**src/logic/ltm_pkg.sv**
```systemverilog
// Package of the LIN transceiver mode control block.
// Assumes a single 250 MHz clock and a synchronous active-high reset.
package ltm_pkg;

	// ----------------------------------------
	// Clock and timing
	// ----------------------------------------
	localparam int unsigned CLK_PERIOD_NS    = 4;
	localparam int unsigned ENABLE_TIME_NS   = 10000;
	localparam int unsigned WAKE_FILTER_NS   = 30000;
	localparam int unsigned TX_TIMEOUT_NS    = 20000000;
	localparam int unsigned BUS_TIMEOUT_NS   = 20000000;
	// Least times round up to whole cycles
	localparam int unsigned ENABLE_CYC       = (ENABLE_TIME_NS + CLK_PERIOD_NS - 1) / CLK_PERIOD_NS;
	localparam int unsigned WAKE_FILTER_CYC  = (WAKE_FILTER_NS + CLK_PERIOD_NS - 1) / CLK_PERIOD_NS;
	localparam int unsigned TX_TIMEOUT_CYC   = (TX_TIMEOUT_NS + CLK_PERIOD_NS - 1) / CLK_PERIOD_NS;
	localparam int unsigned BUS_TIMEOUT_CYC  = (BUS_TIMEOUT_NS + CLK_PERIOD_NS - 1) / CLK_PERIOD_NS;
	localparam int unsigned CNT_W            = 24;

	// ----------------------------------------
	// Event buffer
	// ----------------------------------------
	localparam int unsigned EV_DEPTH         = 16;

	// ----------------------------------------
	// Encodings
	// ----------------------------------------
	typedef enum logic [1:0] {
		LTM_MODE_OFF    = 2'h0,
		LTM_MODE_WAKE   = 2'h1,
		LTM_MODE_RXONLY = 2'h2,
		LTM_MODE_NORMAL = 2'h3
	} ltm_mode_t;

	typedef enum logic [4:0] {
		LTM_CHIP_NORMAL   = 5'h01,
		LTM_CHIP_STOP     = 5'h02,
		LTM_CHIP_SLEEP    = 5'h04,
		LTM_CHIP_RESTART  = 5'h08,
		LTM_CHIP_FAILSAFE = 5'h10
	} ltm_chip_t;

	typedef enum logic [1:0] {
		LTM_EV_WAKE     = 2'h1,
		LTM_EV_TX_TO    = 2'h2,
		LTM_EV_BUS_CLMP = 2'h3
	} ltm_ev_kind_t;

	typedef struct packed {
		ltm_ev_kind_t kind;
		ltm_chip_t    chip;
	} ltm_event_t;

	localparam int unsigned EV_W             = $bits(ltm_event_t);

	// Reset values
	localparam ltm_mode_t   MODE_RST         = LTM_MODE_OFF;
	localparam logic        SLOPE_LOW_RST    = 1'b0;
	localparam logic        FAST_PROG_RST    = 1'b0;

endpackage : ltm_pkg

```
**src/logic/ltm_fifo.sv**
```systemverilog
// Event buffer with a registered output stage.
// Assumes one clock; srst is synchronous and active high.
`timescale 1ns/1ps
`default_nettype none
module ltm_fifo #(
	parameter int unsigned WIDTH = 8,
	parameter int unsigned DEPTH = 16
) (
	input  wire logic             clock,
	input  wire logic             srst,
	input  wire logic [WIDTH-1:0] in_data,
	input  wire logic             in_valid,
	output logic                  in_ready,
	output logic      [WIDTH-1:0] out_data,
	output logic                  out_valid,
	input  wire logic             out_ready
);
	localparam int unsigned AW = $clog2(DEPTH);

	logic [WIDTH-1:0] mem_q [DEPTH];
	logic [AW-1:0]    wr_q;
	logic [AW-1:0]    rd_q;
	logic [AW:0]      cnt_q;
	logic             push;
	logic             load;
	logic             mem_wr;
	logic             mem_rd;

	assign in_ready = (cnt_q != (AW+1)'(DEPTH));
	assign push     = in_valid && in_ready;
	assign load     = !out_valid || out_ready;
	assign mem_rd   = load && (cnt_q != '0);
	assign mem_wr   = push && !(load && (cnt_q == '0));

	// ----------------------------------------
	// Storage and pointers
	// ----------------------------------------
	always_ff @(posedge clock) begin
		if (mem_wr) begin
			mem_q[wr_q] <= in_data;
		end
	end

	always_ff @(posedge clock) begin
		if (srst) begin
			wr_q  <= '0;
			rd_q  <= '0;
			cnt_q <= '0;
		end else begin
			if (mem_wr) begin
				wr_q <= wr_q + 1'b1;
			end
			if (mem_rd) begin
				rd_q <= rd_q + 1'b1;
			end
			cnt_q <= cnt_q + (AW+1)'(mem_wr) - (AW+1)'(mem_rd);
		end
	end

	// ----------------------------------------
	// Output register, bypass when storage empty
	// ----------------------------------------
	always_ff @(posedge clock) begin
		if (srst) begin
			out_valid <= 1'b0;
			out_data  <= '0;
		end else if (load) begin
			if (mem_rd) begin
				out_valid <= 1'b1;
				out_data  <= mem_q[rd_q];
			end else begin
				out_valid <= push;
				out_data  <= in_data;
			end
		end
	end

endmodule : ltm_fifo
`default_nettype wire

```
**src/logic/ltm_lin_ctrl.sv**
```systemverilog
// Digital control of the single-wire LIN transceiver: modes, wake, timeouts.
// Assumes all inputs synchronous to clock; bus_level is the receiver comparator.
`timescale 1ns/1ps
`default_nettype none

module ltm_lin_ctrl
	import ltm_pkg::*;
#(
	parameter int unsigned WAKE_CYC   = WAKE_FILTER_CYC,
	parameter int unsigned TXTO_CYC   = TX_TIMEOUT_CYC,
	parameter int unsigned BUSTO_CYC  = BUS_TIMEOUT_CYC,
	parameter int unsigned ENABLE_CNT = ENABLE_CYC
) (
	input  wire logic       clock,
	input  wire logic       srst,
	input  wire ltm_chip_t  chip_mode,
	input  wire logic       mode_wr,
	input  wire ltm_mode_t  mode_wdata,
	input  wire logic       cfg_wr,
	input  wire logic       low_slope_wdata,
	input  wire logic       fast_prog_wdata,
	input  wire logic       spi_cs_n,
	input  wire logic       watchdog_on_bus_wake,
	input  wire logic       watchdog_enabled,
	input  wire logic       lin_transmit_in,
	input  wire logic       bus_level,
	input  wire logic       supply_undervoltage,
	input  wire logic       fault_clear,
	input  wire logic       wake_clear,
	input  wire logic       ev_ready,
	output ltm_mode_t       lin_mode_field,
	output logic            lin_receive_pin,
	output logic            drv_enable,
	output logic            drv_dominant,
	output logic            low_slope_select,
	output logic            slope_ctrl_off,
	output logic            lin_fault_flag,
	output logic            wake_status_reg,
	output logic            int_req,
	output logic            watchdog_enable_req,
	output logic            chip_restart_req,
	output logic            ev_valid,
	output ltm_event_t      ev_data
);

	// ----------------------------------------
	// Declarations
	// ----------------------------------------
	ltm_mode_t        mode_q;
	ltm_chip_t        chip_q;
	logic             uv;
	logic             chip_ns;
	logic             wr_ok;
	logic             rearm_chip;
	logic             mode_act;
	logic             tx_path;
	logic             rx_path;
	logic [CNT_W-1:0] en_cnt_q;
	logic             en_done_q;
	logic             tx_armed_q;
	logic [CNT_W-1:0] txd_cnt_q;
	logic             txd_to_q;
	logic [CNT_W-1:0] bus_cnt_q;
	logic             bus_clamp_q;
	logic [CNT_W-1:0] wk_cnt_q;
	logic             wk_armed_q;
	logic             wk_hold_q;
	logic             wake_hit;
	logic             txd_hit;
	logic             bus_hit;
	logic             low_pend_q;
	logic             fast_pend_q;
	logic             cs_n_q;
	ltm_event_t       ev_pend_q;
	logic             ev_pend_v_q;
	logic             ev_in_ready;
	ltm_event_t       ev_new;
	logic             ev_new_v;

	assign uv      = supply_undervoltage;
	assign chip_ns = (chip_mode == LTM_CHIP_NORMAL) || (chip_mode == LTM_CHIP_STOP);

	// ----------------------------------------
	// Mode field write qualification
	// ----------------------------------------
	always_comb begin
		case (mode_wdata)
			LTM_MODE_OFF:    wr_ok = 1'b1;
			LTM_MODE_NORMAL: wr_ok = (chip_mode == LTM_CHIP_NORMAL);
			LTM_MODE_RXONLY: wr_ok = chip_ns;
			LTM_MODE_WAKE:   wr_ok = (chip_mode != LTM_CHIP_FAILSAFE);
			default:         wr_ok = 1'b0;
		endcase
	end

	// Rearm on entry into Stop, Sleep or Fail-Safe
	assign rearm_chip = (chip_mode != chip_q) && ((chip_mode == LTM_CHIP_STOP) ||
		(chip_mode == LTM_CHIP_SLEEP) || (chip_mode == LTM_CHIP_FAILSAFE));

	// ----------------------------------------
	// Mode field
	// ----------------------------------------
	always_ff @(posedge clock) begin
		if (srst) begin
			mode_q <= MODE_RST;
			chip_q <= LTM_CHIP_NORMAL;
		end else begin
			chip_q <= chip_mode;
			if (chip_mode == LTM_CHIP_FAILSAFE) begin
				mode_q <= LTM_MODE_WAKE;
			end else if (mode_wr && wr_ok) begin
				mode_q <= mode_wdata;
			end
		end
	end

	// Normal and receive-only act only while the chip is in Normal or Stop
	assign mode_act = chip_ns && ((mode_q == LTM_MODE_NORMAL) || (mode_q == LTM_MODE_RXONLY));
	assign rx_path  = mode_act && !uv;
	assign tx_path  = chip_ns && (mode_q == LTM_MODE_NORMAL) && !uv;

	// ----------------------------------------
	// Enabling delay and first dominant bit
	// ----------------------------------------
	always_ff @(posedge clock) begin
		if (srst) begin
			en_cnt_q  <= '0;
			en_done_q <= 1'b0;
		end else if (!tx_path) begin
			en_cnt_q  <= '0;
			en_done_q <= 1'b0;
		end else if (!en_done_q) begin
			en_cnt_q  <= en_cnt_q + 1'b1;
			en_done_q <= (en_cnt_q == CNT_W'(ENABLE_CNT - 1));
		end
	end

	// Arms only on a recessive level seen after the delay
	always_ff @(posedge clock) begin
		if (srst) begin
			tx_armed_q <= 1'b0;
		end else if (!tx_path) begin
			tx_armed_q <= 1'b0;
		end else if (en_done_q && lin_transmit_in) begin
			tx_armed_q <= 1'b1;
		end
	end

	// ----------------------------------------
	// Transmit dominant timeout
	// ----------------------------------------
	assign txd_hit = tx_armed_q && !lin_transmit_in && !txd_to_q &&
		(txd_cnt_q == CNT_W'(TXTO_CYC));

	always_ff @(posedge clock) begin
		if (srst) begin
			txd_cnt_q <= '0;
			txd_to_q  <= 1'b0;
		end else if (!tx_armed_q || lin_transmit_in) begin
			txd_cnt_q <= '0;
			txd_to_q  <= 1'b0;
		end else begin
			if (txd_cnt_q != CNT_W'(TXTO_CYC)) begin
				txd_cnt_q <= txd_cnt_q + 1'b1;
			end
			if (txd_hit) begin
				txd_to_q <= 1'b1;
			end
		end
	end

	// ----------------------------------------
	// Bus dominant clamp, any transceiver mode
	// ----------------------------------------
	assign bus_hit = !bus_level && !uv && !bus_clamp_q &&
		(bus_cnt_q == CNT_W'(BUSTO_CYC));

	always_ff @(posedge clock) begin
		if (srst) begin
			bus_cnt_q   <= '0;
			bus_clamp_q <= 1'b0;
		end else if (bus_level || uv) begin
			bus_cnt_q   <= '0;
			bus_clamp_q <= 1'b0;
		end else begin
			if (bus_cnt_q != CNT_W'(BUSTO_CYC)) begin
				bus_cnt_q <= bus_cnt_q + 1'b1;
			end
			if (bus_hit) begin
				bus_clamp_q <= 1'b1;
			end
		end
	end

	// ----------------------------------------
	// Wake filter and rearming
	// ----------------------------------------
	assign wake_hit = (mode_q == LTM_MODE_WAKE) && wk_armed_q && !uv &&
		!bus_level && (wk_cnt_q == CNT_W'(WAKE_CYC));

	always_ff @(posedge clock) begin
		if (srst) begin
			wk_cnt_q <= '0;
		end else if (bus_level || (mode_q != LTM_MODE_WAKE) || !wk_armed_q || uv) begin
			wk_cnt_q <= '0;
		end else if (wk_cnt_q != CNT_W'(WAKE_CYC)) begin
			wk_cnt_q <= wk_cnt_q + 1'b1;
		end
	end

	always_ff @(posedge clock) begin
		if (srst) begin
			wk_armed_q <= 1'b1;
			wk_hold_q  <= 1'b0;
		end else if (mode_q != LTM_MODE_WAKE) begin
			wk_armed_q <= 1'b1;
			wk_hold_q  <= 1'b0;
		end else if (wake_hit) begin
			wk_armed_q <= 1'b0;
			wk_hold_q  <= 1'b1;
		end else if (rearm_chip) begin
			wk_armed_q <= 1'b1;
		end
	end

	// ----------------------------------------
	// Pin drivers
	// ----------------------------------------
	always_ff @(posedge clock) begin
		if (srst) begin
			drv_enable      <= 1'b0;
			drv_dominant    <= 1'b0;
			lin_receive_pin <= 1'b1;
		end else begin
			drv_enable      <= tx_path && !txd_to_q && !txd_hit;
			drv_dominant    <= tx_path && tx_armed_q && !lin_transmit_in &&
				!txd_to_q && !txd_hit;
			if (wk_hold_q || wake_hit) begin
				lin_receive_pin <= 1'b0;
			end else if (rx_path) begin
				lin_receive_pin <= bus_level;
			end else begin
				lin_receive_pin <= 1'b1;
			end
		end
	end

	// ----------------------------------------
	// Slope configuration, applied at chip select rising
	// ----------------------------------------
	always_ff @(posedge clock) begin
		if (srst) begin
			low_pend_q       <= SLOPE_LOW_RST;
			fast_pend_q      <= FAST_PROG_RST;
			low_slope_select <= SLOPE_LOW_RST;
			slope_ctrl_off   <= FAST_PROG_RST;
			cs_n_q           <= 1'b1;
		end else begin
			cs_n_q <= spi_cs_n;
			if (cfg_wr && (chip_mode == LTM_CHIP_NORMAL)) begin
				low_pend_q  <= low_slope_wdata;
				fast_pend_q <= fast_prog_wdata;
			end
			if (spi_cs_n && !cs_n_q) begin
				low_slope_select <= low_pend_q;
				slope_ctrl_off   <= fast_pend_q;
			end
		end
	end

	// ----------------------------------------
	// Flags and chip-level wake effects
	// ----------------------------------------
	always_ff @(posedge clock) begin
		if (srst) begin
			lin_fault_flag      <= 1'b0;
			wake_status_reg     <= 1'b0;
			int_req             <= 1'b0;
			watchdog_enable_req <= 1'b0;
			chip_restart_req    <= 1'b0;
			lin_mode_field      <= MODE_RST;
		end else begin
			lin_mode_field <= mode_q;
			if (txd_hit || bus_hit) begin
				lin_fault_flag <= 1'b1;
			end else if (fault_clear) begin
				lin_fault_flag <= 1'b0;
			end
			if (wake_hit) begin
				wake_status_reg <= 1'b1;
			end else if (wake_clear) begin
				wake_status_reg <= 1'b0;
			end
			int_req             <= wake_hit && chip_ns;
			watchdog_enable_req <= wake_hit && (chip_mode == LTM_CHIP_STOP) &&
				watchdog_on_bus_wake && !watchdog_enabled;
			chip_restart_req    <= wake_hit && ((chip_mode == LTM_CHIP_SLEEP) ||
				(chip_mode == LTM_CHIP_FAILSAFE));
		end
	end

	// ----------------------------------------
	// Event records into the buffer
	// ----------------------------------------
	always_comb begin
		ev_new_v  = wake_hit || txd_hit || bus_hit;
		ev_new    = '{kind: LTM_EV_WAKE, chip: chip_mode};
		if (txd_hit) begin
			ev_new.kind = LTM_EV_TX_TO;
		end else if (bus_hit) begin
			ev_new.kind = LTM_EV_BUS_CLMP;
		end
	end

	// One record waits here while the buffer is full; newer ones then drop
	always_ff @(posedge clock) begin
		if (srst) begin
			ev_pend_v_q <= 1'b0;
			ev_pend_q   <= '{kind: LTM_EV_WAKE, chip: LTM_CHIP_NORMAL};
		end else if (!ev_pend_v_q || ev_in_ready) begin
			ev_pend_v_q <= ev_new_v;
			ev_pend_q   <= ev_new;
		end
	end

	ltm_fifo #(
		.WIDTH (EV_W),
		.DEPTH (EV_DEPTH)
	) u_ev_fifo (
		.clock     (clock),
		.srst      (srst),
		.in_data   (ev_pend_q),
		.in_valid  (ev_pend_v_q),
		.in_ready  (ev_in_ready),
		.out_data  (ev_data),
		.out_valid (ev_valid),
		.out_ready (ev_ready)
	);

endmodule : ltm_lin_ctrl
`default_nettype wire

```
**config.mk**
```make
export PLATFORM = sky130hd
export DESIGN_NAME = ltm_lin_ctrl
export DESIGN_NICKNAME = d
export VERILOG_FILES = /design/src/logic/ltm_pkg.sv /design/src/logic/ltm_fifo.sv /design/src/logic/ltm_lin_ctrl.sv
export SDC_FILE = /design/constraint.sdc
export NUM_CORES = 1
export LEC_CHECK = 0
export CORE_MARGIN = 5
export CORE_UTILIZATION = 63
export CTS_CLUSTER_DIAMETER = 120
export DETAILED_ROUTE_END_ITERATION = 10
export DONT_BUFFER_PORTS = 1
export GPL_ROUTABILITY_DRIVEN = 1
export PLACE_DENSITY = 0.85
export SLEW_MARGIN = 20
export SYNTH_ARGS = -nofsm -noshare
export SYNTH_HDL_FRONTEND = slang
export SYNTH_SLANG_ARGS = --single-unit
```
**constraint.sdc**
```tcl
create_clock -name clock -period 3.4 [get_ports clock]
set_input_delay 0 -clock clock [delete_from_list [all_inputs] [get_ports clock]]
set_output_delay 0 -clock clock [all_outputs]
set_load 0.01 [all_outputs]
```
==> results of run 1 <==
cell families after synthesis:
family | count (synthesis) | share of synthesized area (%)
buffers and inverters | 78 | 2.58
flip-flops | 269 | 56.1
AND/OR/NAND/NOR | 418 | 20.0
AO/OA/AOI/OAI | 150 | 7.76
adder cells (fa/ha/maj) | 19 | 2.12
multiplexers | 48 | 7.18
XOR/XNOR | 56 | 4.23
area by class of cell:
class / instances / area, um2
antenna: 1 / 2.50
clock inverter: 11 / 109
inverter: 30 / 113
multi-input combinational: 691 / 4800
fill: 1203 / 5050
tap: 229 / 287
timing repair buffer: 43 / 415
clock buffer: 36 / 749
sequential: 269 / 6510
layer usage:
layer  up-vias  GRT usage, %  part of all wire [%]
met2       347          39.6                    50
li1       3914             -                     -
met1      4054          31.4                    41
met4         0          6.72                   2.5
met3        54          4.14                   7.3
met5         -             0                     0
repair_timing:
action                     CTS  global route
hold buffers                33             0
setup endpoints to repair    0             0
hold endpoints to repair    66             0
power by group through the flow:
stage                     clock [mW]  combinational, mW  sequential (mW)
after floorplan                    0              0.728             3.61
after global placement             0              0.779             3.73
after detailed placement           0              0.818             3.73
after CTS                       2.92              0.870             3.66
after global routing            3.07              0.967             3.69
final                           2.89              0.885             3.66
worst register-to-register path, stage by stage, from the launching register on:
cell	delay, ns
sky130_fd_sc_hd__dfxtp_1	0.32
sky130_fd_sc_hd__inv_1	0.07
sky130_fd_sc_hd__ha_1	0.17
sky130_fd_sc_hd__or3b_2	0.46
sky130_fd_sc_hd__o21ai_0	0.42
sky130_fd_sc_hd__inv_1	0.22
sky130_fd_sc_hd__ha_1	0.25
sky130_fd_sc_hd__inv_1	0.07
sky130_fd_sc_hd__fa_1	0.18
sky130_fd_sc_hd__nor2b_1	0.06
sky130_fd_sc_hd__o21bai_1	0.17
sky130_fd_sc_hd__nand3_1	0.09
sky130_fd_sc_hd__nor3b_1	0.14
per-stage QoR:
stage	cell area (um2)	util (%)	setup WS (ns)
after floorplan	11600	-	0.583
after global placement	11800	65.3	0.851
after detailed placement	11800	65.3	0.706
after CTS	13000	72.0	0.653
after global routing	13000	72.0	0.321
final	13000	72.0	0.656
worst paths after layout:
check,end,start,cells past startpoint,slack [ns]
min reg2reg,bus_clamp_q$_SDFFE_PP0P_,bus_clamp_q$_SDFFE_PP0P_,2,0.46
max,u_ev_fifo.cnt_q[4]$_SDFF_PP0_,u_ev_fifo.cnt_q[2]$_SDFF_PP0_,12,0.66
min,u_ev_fifo.out_data[5]$_SDFFE_PP0P_,srst,4,0.1
max reg2reg,u_ev_fifo.cnt_q[4]$_SDFF_PP0_,u_ev_fifo.cnt_q[2]$_SDFF_PP0_,12,0.66
cells in the final DEF (no fill, tap or decap), types with 4 or more instances in the layout:
cell type	count
sky130_fd_sc_hd__dfxtp_1	156
sky130_fd_sc_hd__edfxtp_1	112
sky130_fd_sc_hd__nor2_1	90
sky130_fd_sc_hd__a21oi_1	60
sky130_fd_sc_hd__nand2_1	58
sky130_fd_sc_hd__nand3_1	46
sky130_fd_sc_hd__o21ai_0	33
sky130_fd_sc_hd__nand4_1	32
sky130_fd_sc_hd__dlygate4sd3_1	32
sky130_fd_sc_hd__nor3_1	31
sky130_fd_sc_hd__inv_1	30
sky130_fd_sc_hd__xnor2_1	28
sky130_fd_sc_hd__xor2_1	28
sky130_fd_sc_hd__mux4_2	28
sky130_fd_sc_hd__clkbuf_16	27
sky130_fd_sc_hd__or3_1	26
sky130_fd_sc_hd__or4_1	26
sky130_fd_sc_hd__mux2i_1	19
sky130_fd_sc_hd__and4_1	18
sky130_fd_sc_hd__o31ai_1	18
sky130_fd_sc_hd__ha_1	18
sky130_fd_sc_hd__nor2b_1	15
sky130_fd_sc_hd__nor4_1	15
sky130_fd_sc_hd__nand2b_1	10
sky130_fd_sc_hd__buf_4	10
sky130_fd_sc_hd__o211ai_1	8
sky130_fd_sc_hd__nor3b_1	7
sky130_fd_sc_hd__and3_1	7
sky130_fd_sc_hd__a21o_1	7
sky130_fd_sc_hd__a22oi_1	6
sky130_fd_sc_hd__nor4b_1	5
sky130_fd_sc_hd__and2_1	5
sky130_fd_sc_hd__or2_2	5
sky130_fd_sc_hd__clkbuf_1	5
sky130_fd_sc_hd__clkinv_2	5
sky130_fd_sc_hd__a31oi_1	4
sky130_fd_sc_hd__clkbuf_8	4
==> impl_metrics.sql, run 1 <==
INSERT INTO impl_metrics (metric_group, metric, value, unit) VALUES
('run_status', 'status', 'complete, no violations', ''),
('timing', 'rsz0062_at_grt', 'false', ''),
('power_and_ir_drop', 'seq_power_share', '49.2', '%'),
('setup_path', 'crit_path_end_kind', 'flop', ''),
('setup_path', 'worst_path_dominant_cell_family', 'simple AND/OR/NAND/NOR gates', ''),
('setup_path', 'crit_path_cell_trace', 'inv_1 -> ha_1 -> or3b_2 -> o21ai_0 -> inv_1 -> ha_1 -> inv_1 -> fa_1 -> nor2b_1 -> o21bai_1 -> nand3_1 -> nor3b_1', ''),
('cts', 'cts_htree_levels', '1', ''),
('placed_design', 'portBuffers', '0', ''),
('layout', 'register_ranked_first_by_flip_flop_count', 'u_ev_fifo.mem_q', ''),
('timing', 'finalHoldViolCount', '0', ''),
('timing', 'fin_crit_sh', '80.7', '%'),
('grt', 'grt_pass1_wl', '41500', 'um'),
('route', 'avgRoutedWirePerCell', '19.5', 'um'),
('cts', 'number_of_clock_buffers_inserted_by_tritoncts', '26', ''),
('logic_synthesis', 'synth_top_area_share', '29.0', '%'),
('logic_synthesis', 'syn_area', '11600', 'um2'),
('timing', 'finalClockSkew', '0.0146', 'ns'),
('layout', 'nets', '1102', ''),
('logic_synthesis', 'synth_edf_count', '112', ''),
('setup_path', 'critical_path.max_fanout', '6', ''),
('placed_design', 'finalWeightedCongestion', '0.855', ''),
('setup_path', 'critical_path_class', 'flop to flop', ''),
('timing', 'maxSlewViolCount', '0', ''),
('route', 'routed-via-count', '8369', ''),
('route', 'drtPass1Iterations', '6', ''),
('setup_path', 'critPathMostFrequentCell', 'sky130_fd_sc_hd__inv_1', ''),
('logic_synthesis', 'postSynthCellCount', '1038', ''),
('floorplan', 'initial_utilization', '64.3', '%'),
('floorplan', 'placement_rows', '49', ''),
('setup_path', 'worst_path_largest_cell_delay', '0.46', 'ns'),
('timing', 'slew_at_the_pin_closest_to_its_max_slew_limit', '1.03', 'ns'),
('layout', 'layoutNonFillerInstCount', '1310', ''),
('cts', 'cts.path.max_buffers', '3', ''),
('logic_synthesis', 'ys_dominant_reg_cell', 'sky130_fd_sc_hd__dfxtp_1', ''),
('cts', 'post_cts.repair.setup_buffers', '0', ''),
('logic_synthesis', 'synth_top_cells_by_count', 'sky130_fd_sc_hd__dfxtp_1, sky130_fd_sc_hd__edfxtp_1, sky130_fd_sc_hd__nor2_1, sky130_fd_sc_hd__a21oi_1, sky130_fd_sc_hd__nand2_1', ''),
('floorplan', 'die_width', '146', 'um'),
('logic_synthesis', 'yosysUniqueCellTypes', '57', ''),
('job', 'cap_violations', '0', ''),
('layout', 'max_ffs_per_register', '112', ''),
('hold_path', 'min_delay_path_class', 'input port to flop', ''),
('route', 'via_per_inst', '6.39', ''),
('grt', 'globalRouteTotalUtil', '23.5', '%'),
('logic_synthesis', 'most_repeated_cell_in_the_gate_level_netlist_after_synthesis', 'sky130_fd_sc_hd__dfxtp_1', ''),
('power_and_ir_drop', 'power_report.internal_total', '5.61', 'mW'),
('floorplan', 'fp.dieArea', '21200', 'um2'),
('layout', 'layout_cells_sized_above_1', '8.80', '%'),
('timing', 'fin_setup_tns', '0', 'ns'),
('cts', 'ctsResizeCount', '0', ''),
('cts', 'cts_tree', 'done', ''),
('logic_synthesis', 'yosys-top-cells-area', 'sky130_fd_sc_hd__edfxtp_1, sky130_fd_sc_hd__dfxtp_1, sky130_fd_sc_hd__mux4_2', ''),
('cts', 'worst_setup_hold_path_clk_slew', '0.07', 'ns'),
('grt', 'globalRoute.totalOverflow', '0', ''),
('power_and_ir_drop', 'power_density', '573', 'nW/um2'),
('timing', 'period_minus_slack', '2.74', 'ns'),
('power_and_ir_drop', 'power_leakage', '3.99', 'nW'),
('power_and_ir_drop', 'net-switching-power', '1.83', 'mW'),
('power_and_ir_drop', 'power_frac_clock', '38.9', '%'),
('logic_synthesis', 'syn_nets', '1079', ''),
('power_and_ir_drop', 'power.share.switching', '24.6', '%'),
('cts', 'worst_skew_pair.late_latency', '0.52', 'ns'),
('route', 'detail_route.drc_violations', '0', ''),
('floorplan', 'placeableCoreArea', '18000', 'um2'),
('timing', 'fmax', '364', 'MHz'),
('power_and_ir_drop', 'pwr-share-comb', '11.9', '%'),
('setup_path', 'arrival', '3.14', 'ns'),
('grt', 'first_global_vias', '8021', ''),
('timing', 'timing.final.setup_violations', '0', ''),
('timing', 'worst_slew_margin', '31.6', '%'),
('logic_synthesis', 'synthesis.yosys.warnings', '0', ''),
('route', 'count_of_routing_violations_after_the_opening_detailed_route_iteration', '595', '');
Power figures use the tool's default switching activity.
==> inputs of run 2 (changes only) <==
Settings changed: CORE_UTILIZATION 63 to 57, PLACE_DENSITY 0.85 to 0.81.
Clock period 3.4 ns to 2.2 ns, I/O delays scaled along.
==> run 2 against run 1 <==
  * The run now ends with negative setup slack left
  * Combinational power rose by 120%
  * Global-route usage down 1.6 points
  * Register-to-register slack worse by 0.79 ns
  * Non-clock buffer count up 42
  * Worst setup slack got worse by 0.79 ns
  * Sequential share of layout area fell by 1.8 points
  * Core utilization fell by 5.0 points
  * First-iteration DRC count rose by 1.5%
  * Worst hold slack worse by 0.014 ns
==> impl_metrics.sql, run 2 (synthesis results as in run 1) <==
INSERT INTO impl_metrics (metric_group, metric, value, unit) VALUES
('run_status', 'status', 'finished, violations left', ''),
('run_status', 'failed_checks', 'negative setup slack', ''),
('grt', 'globalRouteTotalUtil', '21.9', '%'),
('cts', 'cts.path.max_buffers', '3', ''),
('route', 'drtPass1Iterations', '5', ''),
('layout', 'nets', '1145', ''),
('setup_path', 'arrival', '2.76', 'ns'),
('setup_path', 'reg2reg_end', 'u_ev_fifo.cnt_q[4]$_SDFF_PP0_', ''),
('power_and_ir_drop', 'vdd_ir_drop_max', '0.705', 'mV'),
('floorplan', 'fp.dieArea', '23300', 'um2'),
('route', 'totalWireLength', '26100', 'um'),
('power_and_ir_drop', 'power_density', '881', 'nW/um2'),
('layout', 'nFillCells', '1437', ''),
('grt', 'grt_pass1_wl', '42400', 'um'),
('layout', 'layout_cells_sized_above_1', '15.8', '%'),
('timing', 'final_critical_path_setup_slack', '-0.135', 'ns'),
('layout', 'total_area_of_multi_input_combinational_cells', '4950', 'um2'),
('placed_design', 'portBuffers', '0', ''),
('timing', 'timing.final.setup_violations', '8', ''),
('placed_design', 'worst_slack_at_placement', '-0.182', 'ns'),
('placed_design', 'post-dp-hpwl', '17000', 'um'),
('layout', 'mostFrequentLayoutCells', 'sky130_fd_sc_hd__dfxtp_1, sky130_fd_sc_hd__edfxtp_1, sky130_fd_sc_hd__nor2_1, sky130_fd_sc_hd__nand2_1, sky130_fd_sc_hd__a21oi_1', ''),
('layout', 'final_util', '67.0', '%'),
('hold_path', 'worst_hold_path.num_cells', '2', ''),
('timing', 'slew_at_the_pin_closest_to_its_max_slew_limit', '0.702', 'ns'),
('setup_path', 'start_kind', 'flop', ''),
('cts', 'worst_skew_pair.late_latency', '0.55', 'ns'),
('route', 'detail_route.drc_violations', '0', ''),
('cts', 'number_of_clock_buffers_inserted_by_tritoncts', '27', ''),
('layout', 'layout_commonest_cell', 'sky130_fd_sc_hd__dfxtp_1', ''),
('route', 'count_of_routing_violations_after_the_opening_detailed_route_iteration', '604', ''),
('timing', 'fin_crit_sh', '106', '%'),
('grt', 'number_of_antenna_violations_at_the_first_check_in_global_routing', '1', ''),
('timing', 'fmax', '428', 'MHz'),
('setup_path', 'crit_path_end_kind', 'flop', ''),
('setup_path', 'ff2ff_setup_slack', '-0.13', 'ns'),
('timing', 'finalHoldWorstSlack', '0.0812', 'ns'),
('layout', 'area.sequential', '6510', 'um2'),
('timing', 'worst_slew_margin', '53.1', '%'),
('floorplan', 'initial_utilization', '57.6', '%'),
('cts', 'worst_setup_hold_path_clk_slew', '0.07', 'ns'),
('grt', 'globalRoute.totalOverflow', '0', ''),
('setup_path', 'critical_path_class', 'flop to flop', ''),
('cts', 'cts-root-buf', 'sky130_fd_sc_hd__clkbuf_16', ''),
('setup_path', 'critical_path.max_fanout', '6', ''),
('timing', 'finalClockSkew', '0.0192', 'ns'),
('floorplan', 'placeableCoreArea', '20100', 'um2'),
('timing', 'rsz0062_at_grt', 'true', ''),
('layout', 'register_ranked_first_by_flip_flop_count', 'u_ev_fifo.mem_q', ''),
('hold_path', 'holdCritStartpoint', 'chip_mode[0]', ''),
('layout', 'areaGrowthSynthToFinish', '16.3', '%'),
('setup_path', 'worst-endpoint-required', '2.63', 'ns'),
('route', 'via_per_inst', '6.04', ''),
('hold_path', 'worst_hold_path.endpoint', 'chip_q[0]$_SDFF_PP1_', ''),
('grt', 'pin_count_of_the_biggest_net_entering_global_routing', '55', ''),
('route', 'ant_nets', '0', ''),
('timing', 'maxSlewViolCount', '0', ''),
('placed_design', 'finalWeightedCongestion', '0.872', ''),
('floorplan', 'die_width', '153', 'um'),
('timing', 'finalHoldViolCount', '0', ''),
('floorplan', 'die_y', '153', 'um'),
('layout', 'max_ffs_per_register', '112', ''),
('floorplan', 'placement_rows', '52', ''),
('cts', 'cts_htree_levels', '1', ''),
('hold_path', 'min_delay_path_class', 'input port to flop', ''),
('setup_path', 'worst_r2r_startpoint', 'u_ev_fifo.cnt_q[4]$_SDFF_PP0_', ''),
('grt', 'first_global_vias', '8113', ''),
('setup_path', 'worst-r2r-cell-count', '10', ''),
('power_and_ir_drop', 'power_leakage', '4.22', 'nW'),
('route', 'routed-via-count', '8441', ''),
('job', 'cap_violations', '0', ''),
('cts', 'clock_sink_count', '269', ''),
('floorplan', 'floorplan.io_pins', '42', ''),
('route', 'avgRoutedWirePerCell', '18.7', 'um'),
('cts', 'cts_tree', 'done', ''),
('timing', 'period_minus_slack', '2.33', 'ns');
-- run 2: cell types whose count changed in the layout (fill, tap and decap cells not counted), sizes merged, moves of 2 or more --
| cell | change |
|---|---|
| buf | +48 |
| bufinv | -2 |
| clkinv | +5 |
| dlygate4sd3 | -7 |
-- run 2: how the worst max path moves through the flow --
stage | start | end | slack, ns | cells past startpoint
final | u_ev_fifo.cnt_q[4]$_SDFF_PP0_ | u_ev_fifo.cnt_q[4]$_SDFF_PP0_ | -0.13 | 10
after global routing | u_ev_fifo.cnt_q[4]$_SDFF_PP0_ | u_ev_fifo.cnt_q[4]$_SDFF_PP0_ | -0.25 | 10
after CTS | u_ev_fifo.cnt_q[3]$_SDFF_PP0_ | u_ev_fifo.cnt_q[4]$_SDFF_PP0_ | -0.14 | 13
after detailed placement | u_ev_fifo.cnt_q[3]$_SDFF_PP0_ | u_ev_fifo.cnt_q[4]$_SDFF_PP0_ | -0.18 | 13
after global placement | u_ev_fifo.cnt_q[3]$_SDFF_PP0_ | u_ev_fifo.cnt_q[4]$_SDFF_PP0_ | -0.08 | 13
after floorplan | u_ev_fifo.cnt_q[3]$_SDFF_PP0_ | u_ev_fifo.cnt_q[4]$_SDFF_PP0_ | -0.21 | 14
-- run 2: cell type report --
| cell class | instances | share of cell area (%) |
|---|---|---|
| Antenna cell | 2 | 0.0371 |
| Sequential cell | 269 | 48.3 |
| Inverter | 30 | 0.854 |
| Clock buffer | 35 | 5.62 |
| Tap cell | 270 | 2.51 |
| Multi-Input combinational cell | 691 | 36.7 |
| Timing Repair Buffer | 85 | 5.36 |
| Clock inverter | 15 | 0.594 |
-- run 2: power breakdown --
part	internal, mW	switching [mW]
Combinational	1.05	0.885
Clock	2.43	1.91
Sequential	5.35	0.249
Total	8.83	3.04
-- run 2: per-stage QoR --
step,power [mW],setup TNS [ns],cell area (um2),std cells
6_report,11.9,-0.233,13500,1397
3_3_place_gp,7.22,-0.0991,12200,1311
5_1_grt,12.4,-3.76,13500,1396
4_1_cts,11.7,-0.141,13400,1392
3_5_place_dp,7.29,-1.92,12200,1311
2_1_floorplan,6.80,-0.232,11600,1038
-- run 2: critical path: stages, from the launching register on --
cell                       delay (ns)
sky130_fd_sc_hd__dfxtp_1         0.37
sky130_fd_sc_hd__nor3b_1         0.52
sky130_fd_sc_hd__o21ai_4         0.13
sky130_fd_sc_hd__inv_2           0.15
sky130_fd_sc_hd__ha_4            0.15
sky130_fd_sc_hd__inv_2           0.04
sky130_fd_sc_hd__fa_2            0.40
sky130_fd_sc_hd__nor2b_4         0.16
sky130_fd_sc_hd__o21bai_4        0.09
sky130_fd_sc_hd__a21oi_2         0.15
sky130_fd_sc_hd__nor3b_2         0.05
-- run 2: timing repair --
item,CTS,global route
gates resized for setup,10,23
pin swaps,3,6
hold buffers,27,0
hold endpoints to repair,89,0
setup endpoints to repair,45,67
setup buffers,5,4
-- run 2: layer usage --
layer	share of wire [%]	global-route usage (%)	up-vias
li1	-	-	4009
met1	43	30.0	4119
met2	49	36.9	269
met3	6.1	3.55	44
met4	1.8	4.92	0
met5	0	0	-
==> inputs of run 3 (changes only) <==
Settings changed: CORE_UTILIZATION 57 to 60, CTS_BUF_LIST set to sky130_fd_sc_hd__clkbuf_4 sky130_fd_sc_hd__clkbuf_8, PLACE_DENSITY 0.81 to 0.85.
==> run 3 against run 2 <==
  * The flow finishes with violations (negative hold slack, negative setup slack)
  * Routed wire length grew 6.7%
  * Critical path type unchanged
  * Largest power group unchanged
  * Via count grew 4.1%
  * Flip-flop and latch count is the same
  * Die area shrank 4.7%
  * Clock-buffer cell count grew 30
==> impl_metrics.sql, run 3 (synthesis results as in run 1) <==
INSERT INTO impl_metrics (metric_group, metric, value, unit) VALUES
('run_status', 'status', 'finished, violations left', ''),
('run_status', 'failed_checks', 'negative hold slack, negative setup slack', ''),
('layout', 'areaGrowthSynthToFinish', '18.5', '%'),
('timing', 'timing.final.setup_violations', '1', ''),
('setup_path', 'crit_start', 'u_ev_fifo.cnt_q[2]$_SDFF_PP0_', ''),
('cts', 'cts-root-buf', 'sky130_fd_sc_hd__clkbuf_8', ''),
('power_and_ir_drop', 'seq_power_share', '46.9', '%'),
('hold_path', 'min_delay_path_class', 'input port to flop', ''),
('placed_design', 'dpl.cell_count', '1292', ''),
('power_and_ir_drop', 'power_report.internal_total', '8.87', 'mW'),
('floorplan', 'placeableCoreArea', '18800', 'um2'),
('grt', 'globalRoute.totalOverflow', '0', ''),
('placed_design', 'portBuffers', '0', ''),
('hold_path', 'holdCritStartpoint', 'srst', ''),
('layout', 'layoutNonFillerInstCount', '1427', ''),
('floorplan', 'initial_utilization', '61.5', '%'),
('cts', 'cts_hold_repair.buffers', '55', ''),
('grt', 'pin_count_of_the_biggest_net_entering_global_routing', '56', ''),
('floorplan', 'die_y', '149', 'um'),
('cts', 'worst_skew_pair.late_latency', '0.56', 'ns'),
('route', 'avgRoutedWirePerCell', '19.5', 'um'),
('placed_design', 'worst_slack_at_placement', '-0.148', 'ns'),
('layout', 'register_ranked_first_by_flip_flop_count', 'u_ev_fifo.mem_q', ''),
('timing', 'rsz0062_at_grt', 'true', ''),
('setup_path', 'reg2reg_end', 'u_ev_fifo.cnt_q[4]$_SDFF_PP0_', ''),
('route', 'totalWireLength', '27800', 'um'),
('power_and_ir_drop', 'power_density', '872', 'nW/um2'),
('floorplan', 'die_width', '149', 'um'),
('floorplan', 'floorplan.io_pins', '42', ''),
('grt', 'first_global_vias', '8809', ''),
('setup_path', 'worst_r2r_startpoint', 'u_ev_fifo.cnt_q[2]$_SDFF_PP0_', ''),
('timing', 'finalHoldWorstSlack', '-0.460', 'ns'),
('hold_path', 'worst_hold_path.num_cells', '1', ''),
('route', 'count_of_routing_violations_after_the_opening_detailed_route_iteration', '902', ''),
('cts', 'cts_tree', 'done', ''),
('timing', 'final_critical_path_setup_slack', '-0.0993', 'ns'),
('cts', 'cts_htree_levels', '2', ''),
('placed_design', 'finalWeightedCongestion', '0.852', ''),
('route', 'drtPass1Iterations', '5', ''),
('layout', 'nets', '1177', ''),
('setup_path', 'arrival', '2.73', 'ns'),
('grt', 'number_of_antenna_violations_at_the_first_check_in_global_routing', '0', ''),
('timing', 'fin_crit_sh', '105', '%'),
('power_and_ir_drop', 'power.share.switching', '25.9', '%'),
('timing', 'maxSlewViolCount', '0', ''),
('timing', 'worst_slew_margin', '46.1', '%'),
('placed_design', 'post-dp-hpwl', '16700', 'um'),
('cts', 'cts.path.max_buffers', '3', ''),
('job', 'cap_violations', '0', ''),
('setup_path', 'worst-r2r-cell-count', '13', ''),
('timing', 'fin_setup_tns', '-0.0993', 'ns'),
('hold_path', 'worst_hold_path.endpoint', 'ev_pend_q[3]$_SDFFE_PP0P_', ''),
('power_and_ir_drop', 'power_leakage', '4.40', 'nW'),
('setup_path', 'start_kind', 'flop', ''),
('grt', 'globalRouteTotalUtil', '24.4', '%'),
('timing', 'slew_at_the_pin_closest_to_its_max_slew_limit', '0.807', 'ns'),
('route', 'ant_nets', '0', ''),
('layout', 'mostFrequentLayoutCells', 'sky130_fd_sc_hd__dfxtp_1, sky130_fd_sc_hd__edfxtp_1, sky130_fd_sc_hd__nor2_1, sky130_fd_sc_hd__a21oi_1, sky130_fd_sc_hd__nand2_1', ''),
('route', 'via_per_inst', '6.15', ''),
('setup_path', 'critical_path.max_fanout', '3', ''),
('power_and_ir_drop', 'net-switching-power', '3.10', 'mW'),
('route', 'routed-via-count', '8783', ''),
('timing', 'period_minus_slack', '2.30', 'ns'),
('timing', 'fmax', '435', 'MHz'),
('power_and_ir_drop', 'pwr-share-comb', '16.9', '%'),
('route', 'detail_route.drc_violations', '0', ''),
('layout', 'final_util', '72.9', '%'),
('grt', 'grt_pass1_wl', '43800', 'um'),
('setup_path', 'critical_path_class', 'flop to flop', ''),
('timing', 'finalHoldViolCount', '18', ''),
('floorplan', 'placement_rows', '50', ''),
('layout', 'max_ffs_per_register', '112', ''),
('power_and_ir_drop', 'power_frac_clock', '36.2', '%'),
('cts', 'worst_setup_hold_path_clk_slew', '0.06', 'ns'),
('setup_path', 'crit_path_end_kind', 'flop', ''),
('cts', 'number_of_clock_buffers_inserted_by_tritoncts', '43', ''),
('cts', 'clock_sink_count', '269', ''),
('layout', 'layout_commonest_cell', 'sky130_fd_sc_hd__dfxtp_1', ''),
('setup_path', 'worst-endpoint-required', '2.63', 'ns'),
('power_and_ir_drop', 'vdd_ir_drop_max', '0.638', 'mV'),
('setup_path', 'ff2ff_setup_slack', '-0.1', 'ns'),
('layout', 'antennaDiodeCount', '0', ''),
('layout', 'layout_cells_sized_above_1', '17.3', '%'),
('timing', 'finalClockSkew', '0.0303', 'ns'),
('floorplan', 'fp.dieArea', '22200', 'um2');
run 3: metal layers:
metal	routed length, um	global-route usage, %	up-vias
met3	2050	4.83	66
met4	697	8.38	0
li1	-	-	4071
met5	0	0	-
met2	14200	42.3	385
met1	10900	30.8	4261
run 3: worst max path at each step:
stage | endpoint | slack (ns) | depth (start not counted)
after floorplan | u_ev_fifo.cnt_q[4]$_SDFF_PP0_ | -0.21 | 14
after global placement | u_ev_fifo.cnt_q[4]$_SDFF_PP0_ | -0.07 | 13
after detailed placement | u_ev_fifo.cnt_q[4]$_SDFF_PP0_ | -0.15 | 13
after CTS | u_ev_fifo.cnt_q[4]$_SDFF_PP0_ | -0.05 | 13
after global routing | u_ev_fifo.cnt_q[4]$_SDFF_PP0_ | -0.19 | 13
final | u_ev_fifo.cnt_q[4]$_SDFF_PP0_ | -0.1 | 13
run 3: area by class of cell:
cell class,instances,area [um2]
clock buffers,65,795
repair buffers,101,902
multi-input cells,691,5000
flip-flops and latches,269,6510
inverters,30,115
well taps,260,325
clock inverters,11,80.1
fillers,1216,5100
run 3: per-stage QoR:
stage | power, mW | area [um2]
after floorplan | 6.80 | 11600
after global placement | 7.19 | 12100
after detailed placement | 7.26 | 12100
after CTS | 11.8 | 13600
after global routing | 12.5 | 13700
final | 12.0 | 13700
run 3: power by group through the flow:
stage,registers (mW),clock network (mW),logic (mW)
2_1_floorplan,5.60,0,1.20
3_3_place_gp,5.69,0,1.49
3_5_place_dp,5.71,0,1.55
4_1_cts,5.60,4.39,1.79
5_1_grt,5.63,4.66,2.18
6_report,5.61,4.33,2.02
run 3: worst max-delay path, cell delays in order (launching register included):
cell and delay (ns):
sky130_fd_sc_hd__dfxtp_2 0.32, sky130_fd_sc_hd__inv_2 0.07, sky130_fd_sc_hd__ha_4 0.14, sky130_fd_sc_hd__nor4b_4 0.27, sky130_fd_sc_hd__nor2_4 0.08, sky130_fd_sc_hd__ha_4 0.22, sky130_fd_sc_hd__inv_2 0.07, sky130_fd_sc_hd__ha_4 0.13
sky130_fd_sc_hd__inv_2 0.03, sky130_fd_sc_hd__fa_2 0.37, sky130_fd_sc_hd__nor2b_4 0.18, sky130_fd_sc_hd__o21bai_4 0.09, sky130_fd_sc_hd__a21oi_2 0.16, sky130_fd_sc_hd__nor3b_2 0.06
run 3: what timing repair did:
item / 4_1_cts / 5_1_grt
hold endpoints to repair: 108 / 18
resized for setup: 10 / 34
pin swaps: 8 / 6
setup endpoints to repair: 13 / 96
buffers inserted: 2 / 3
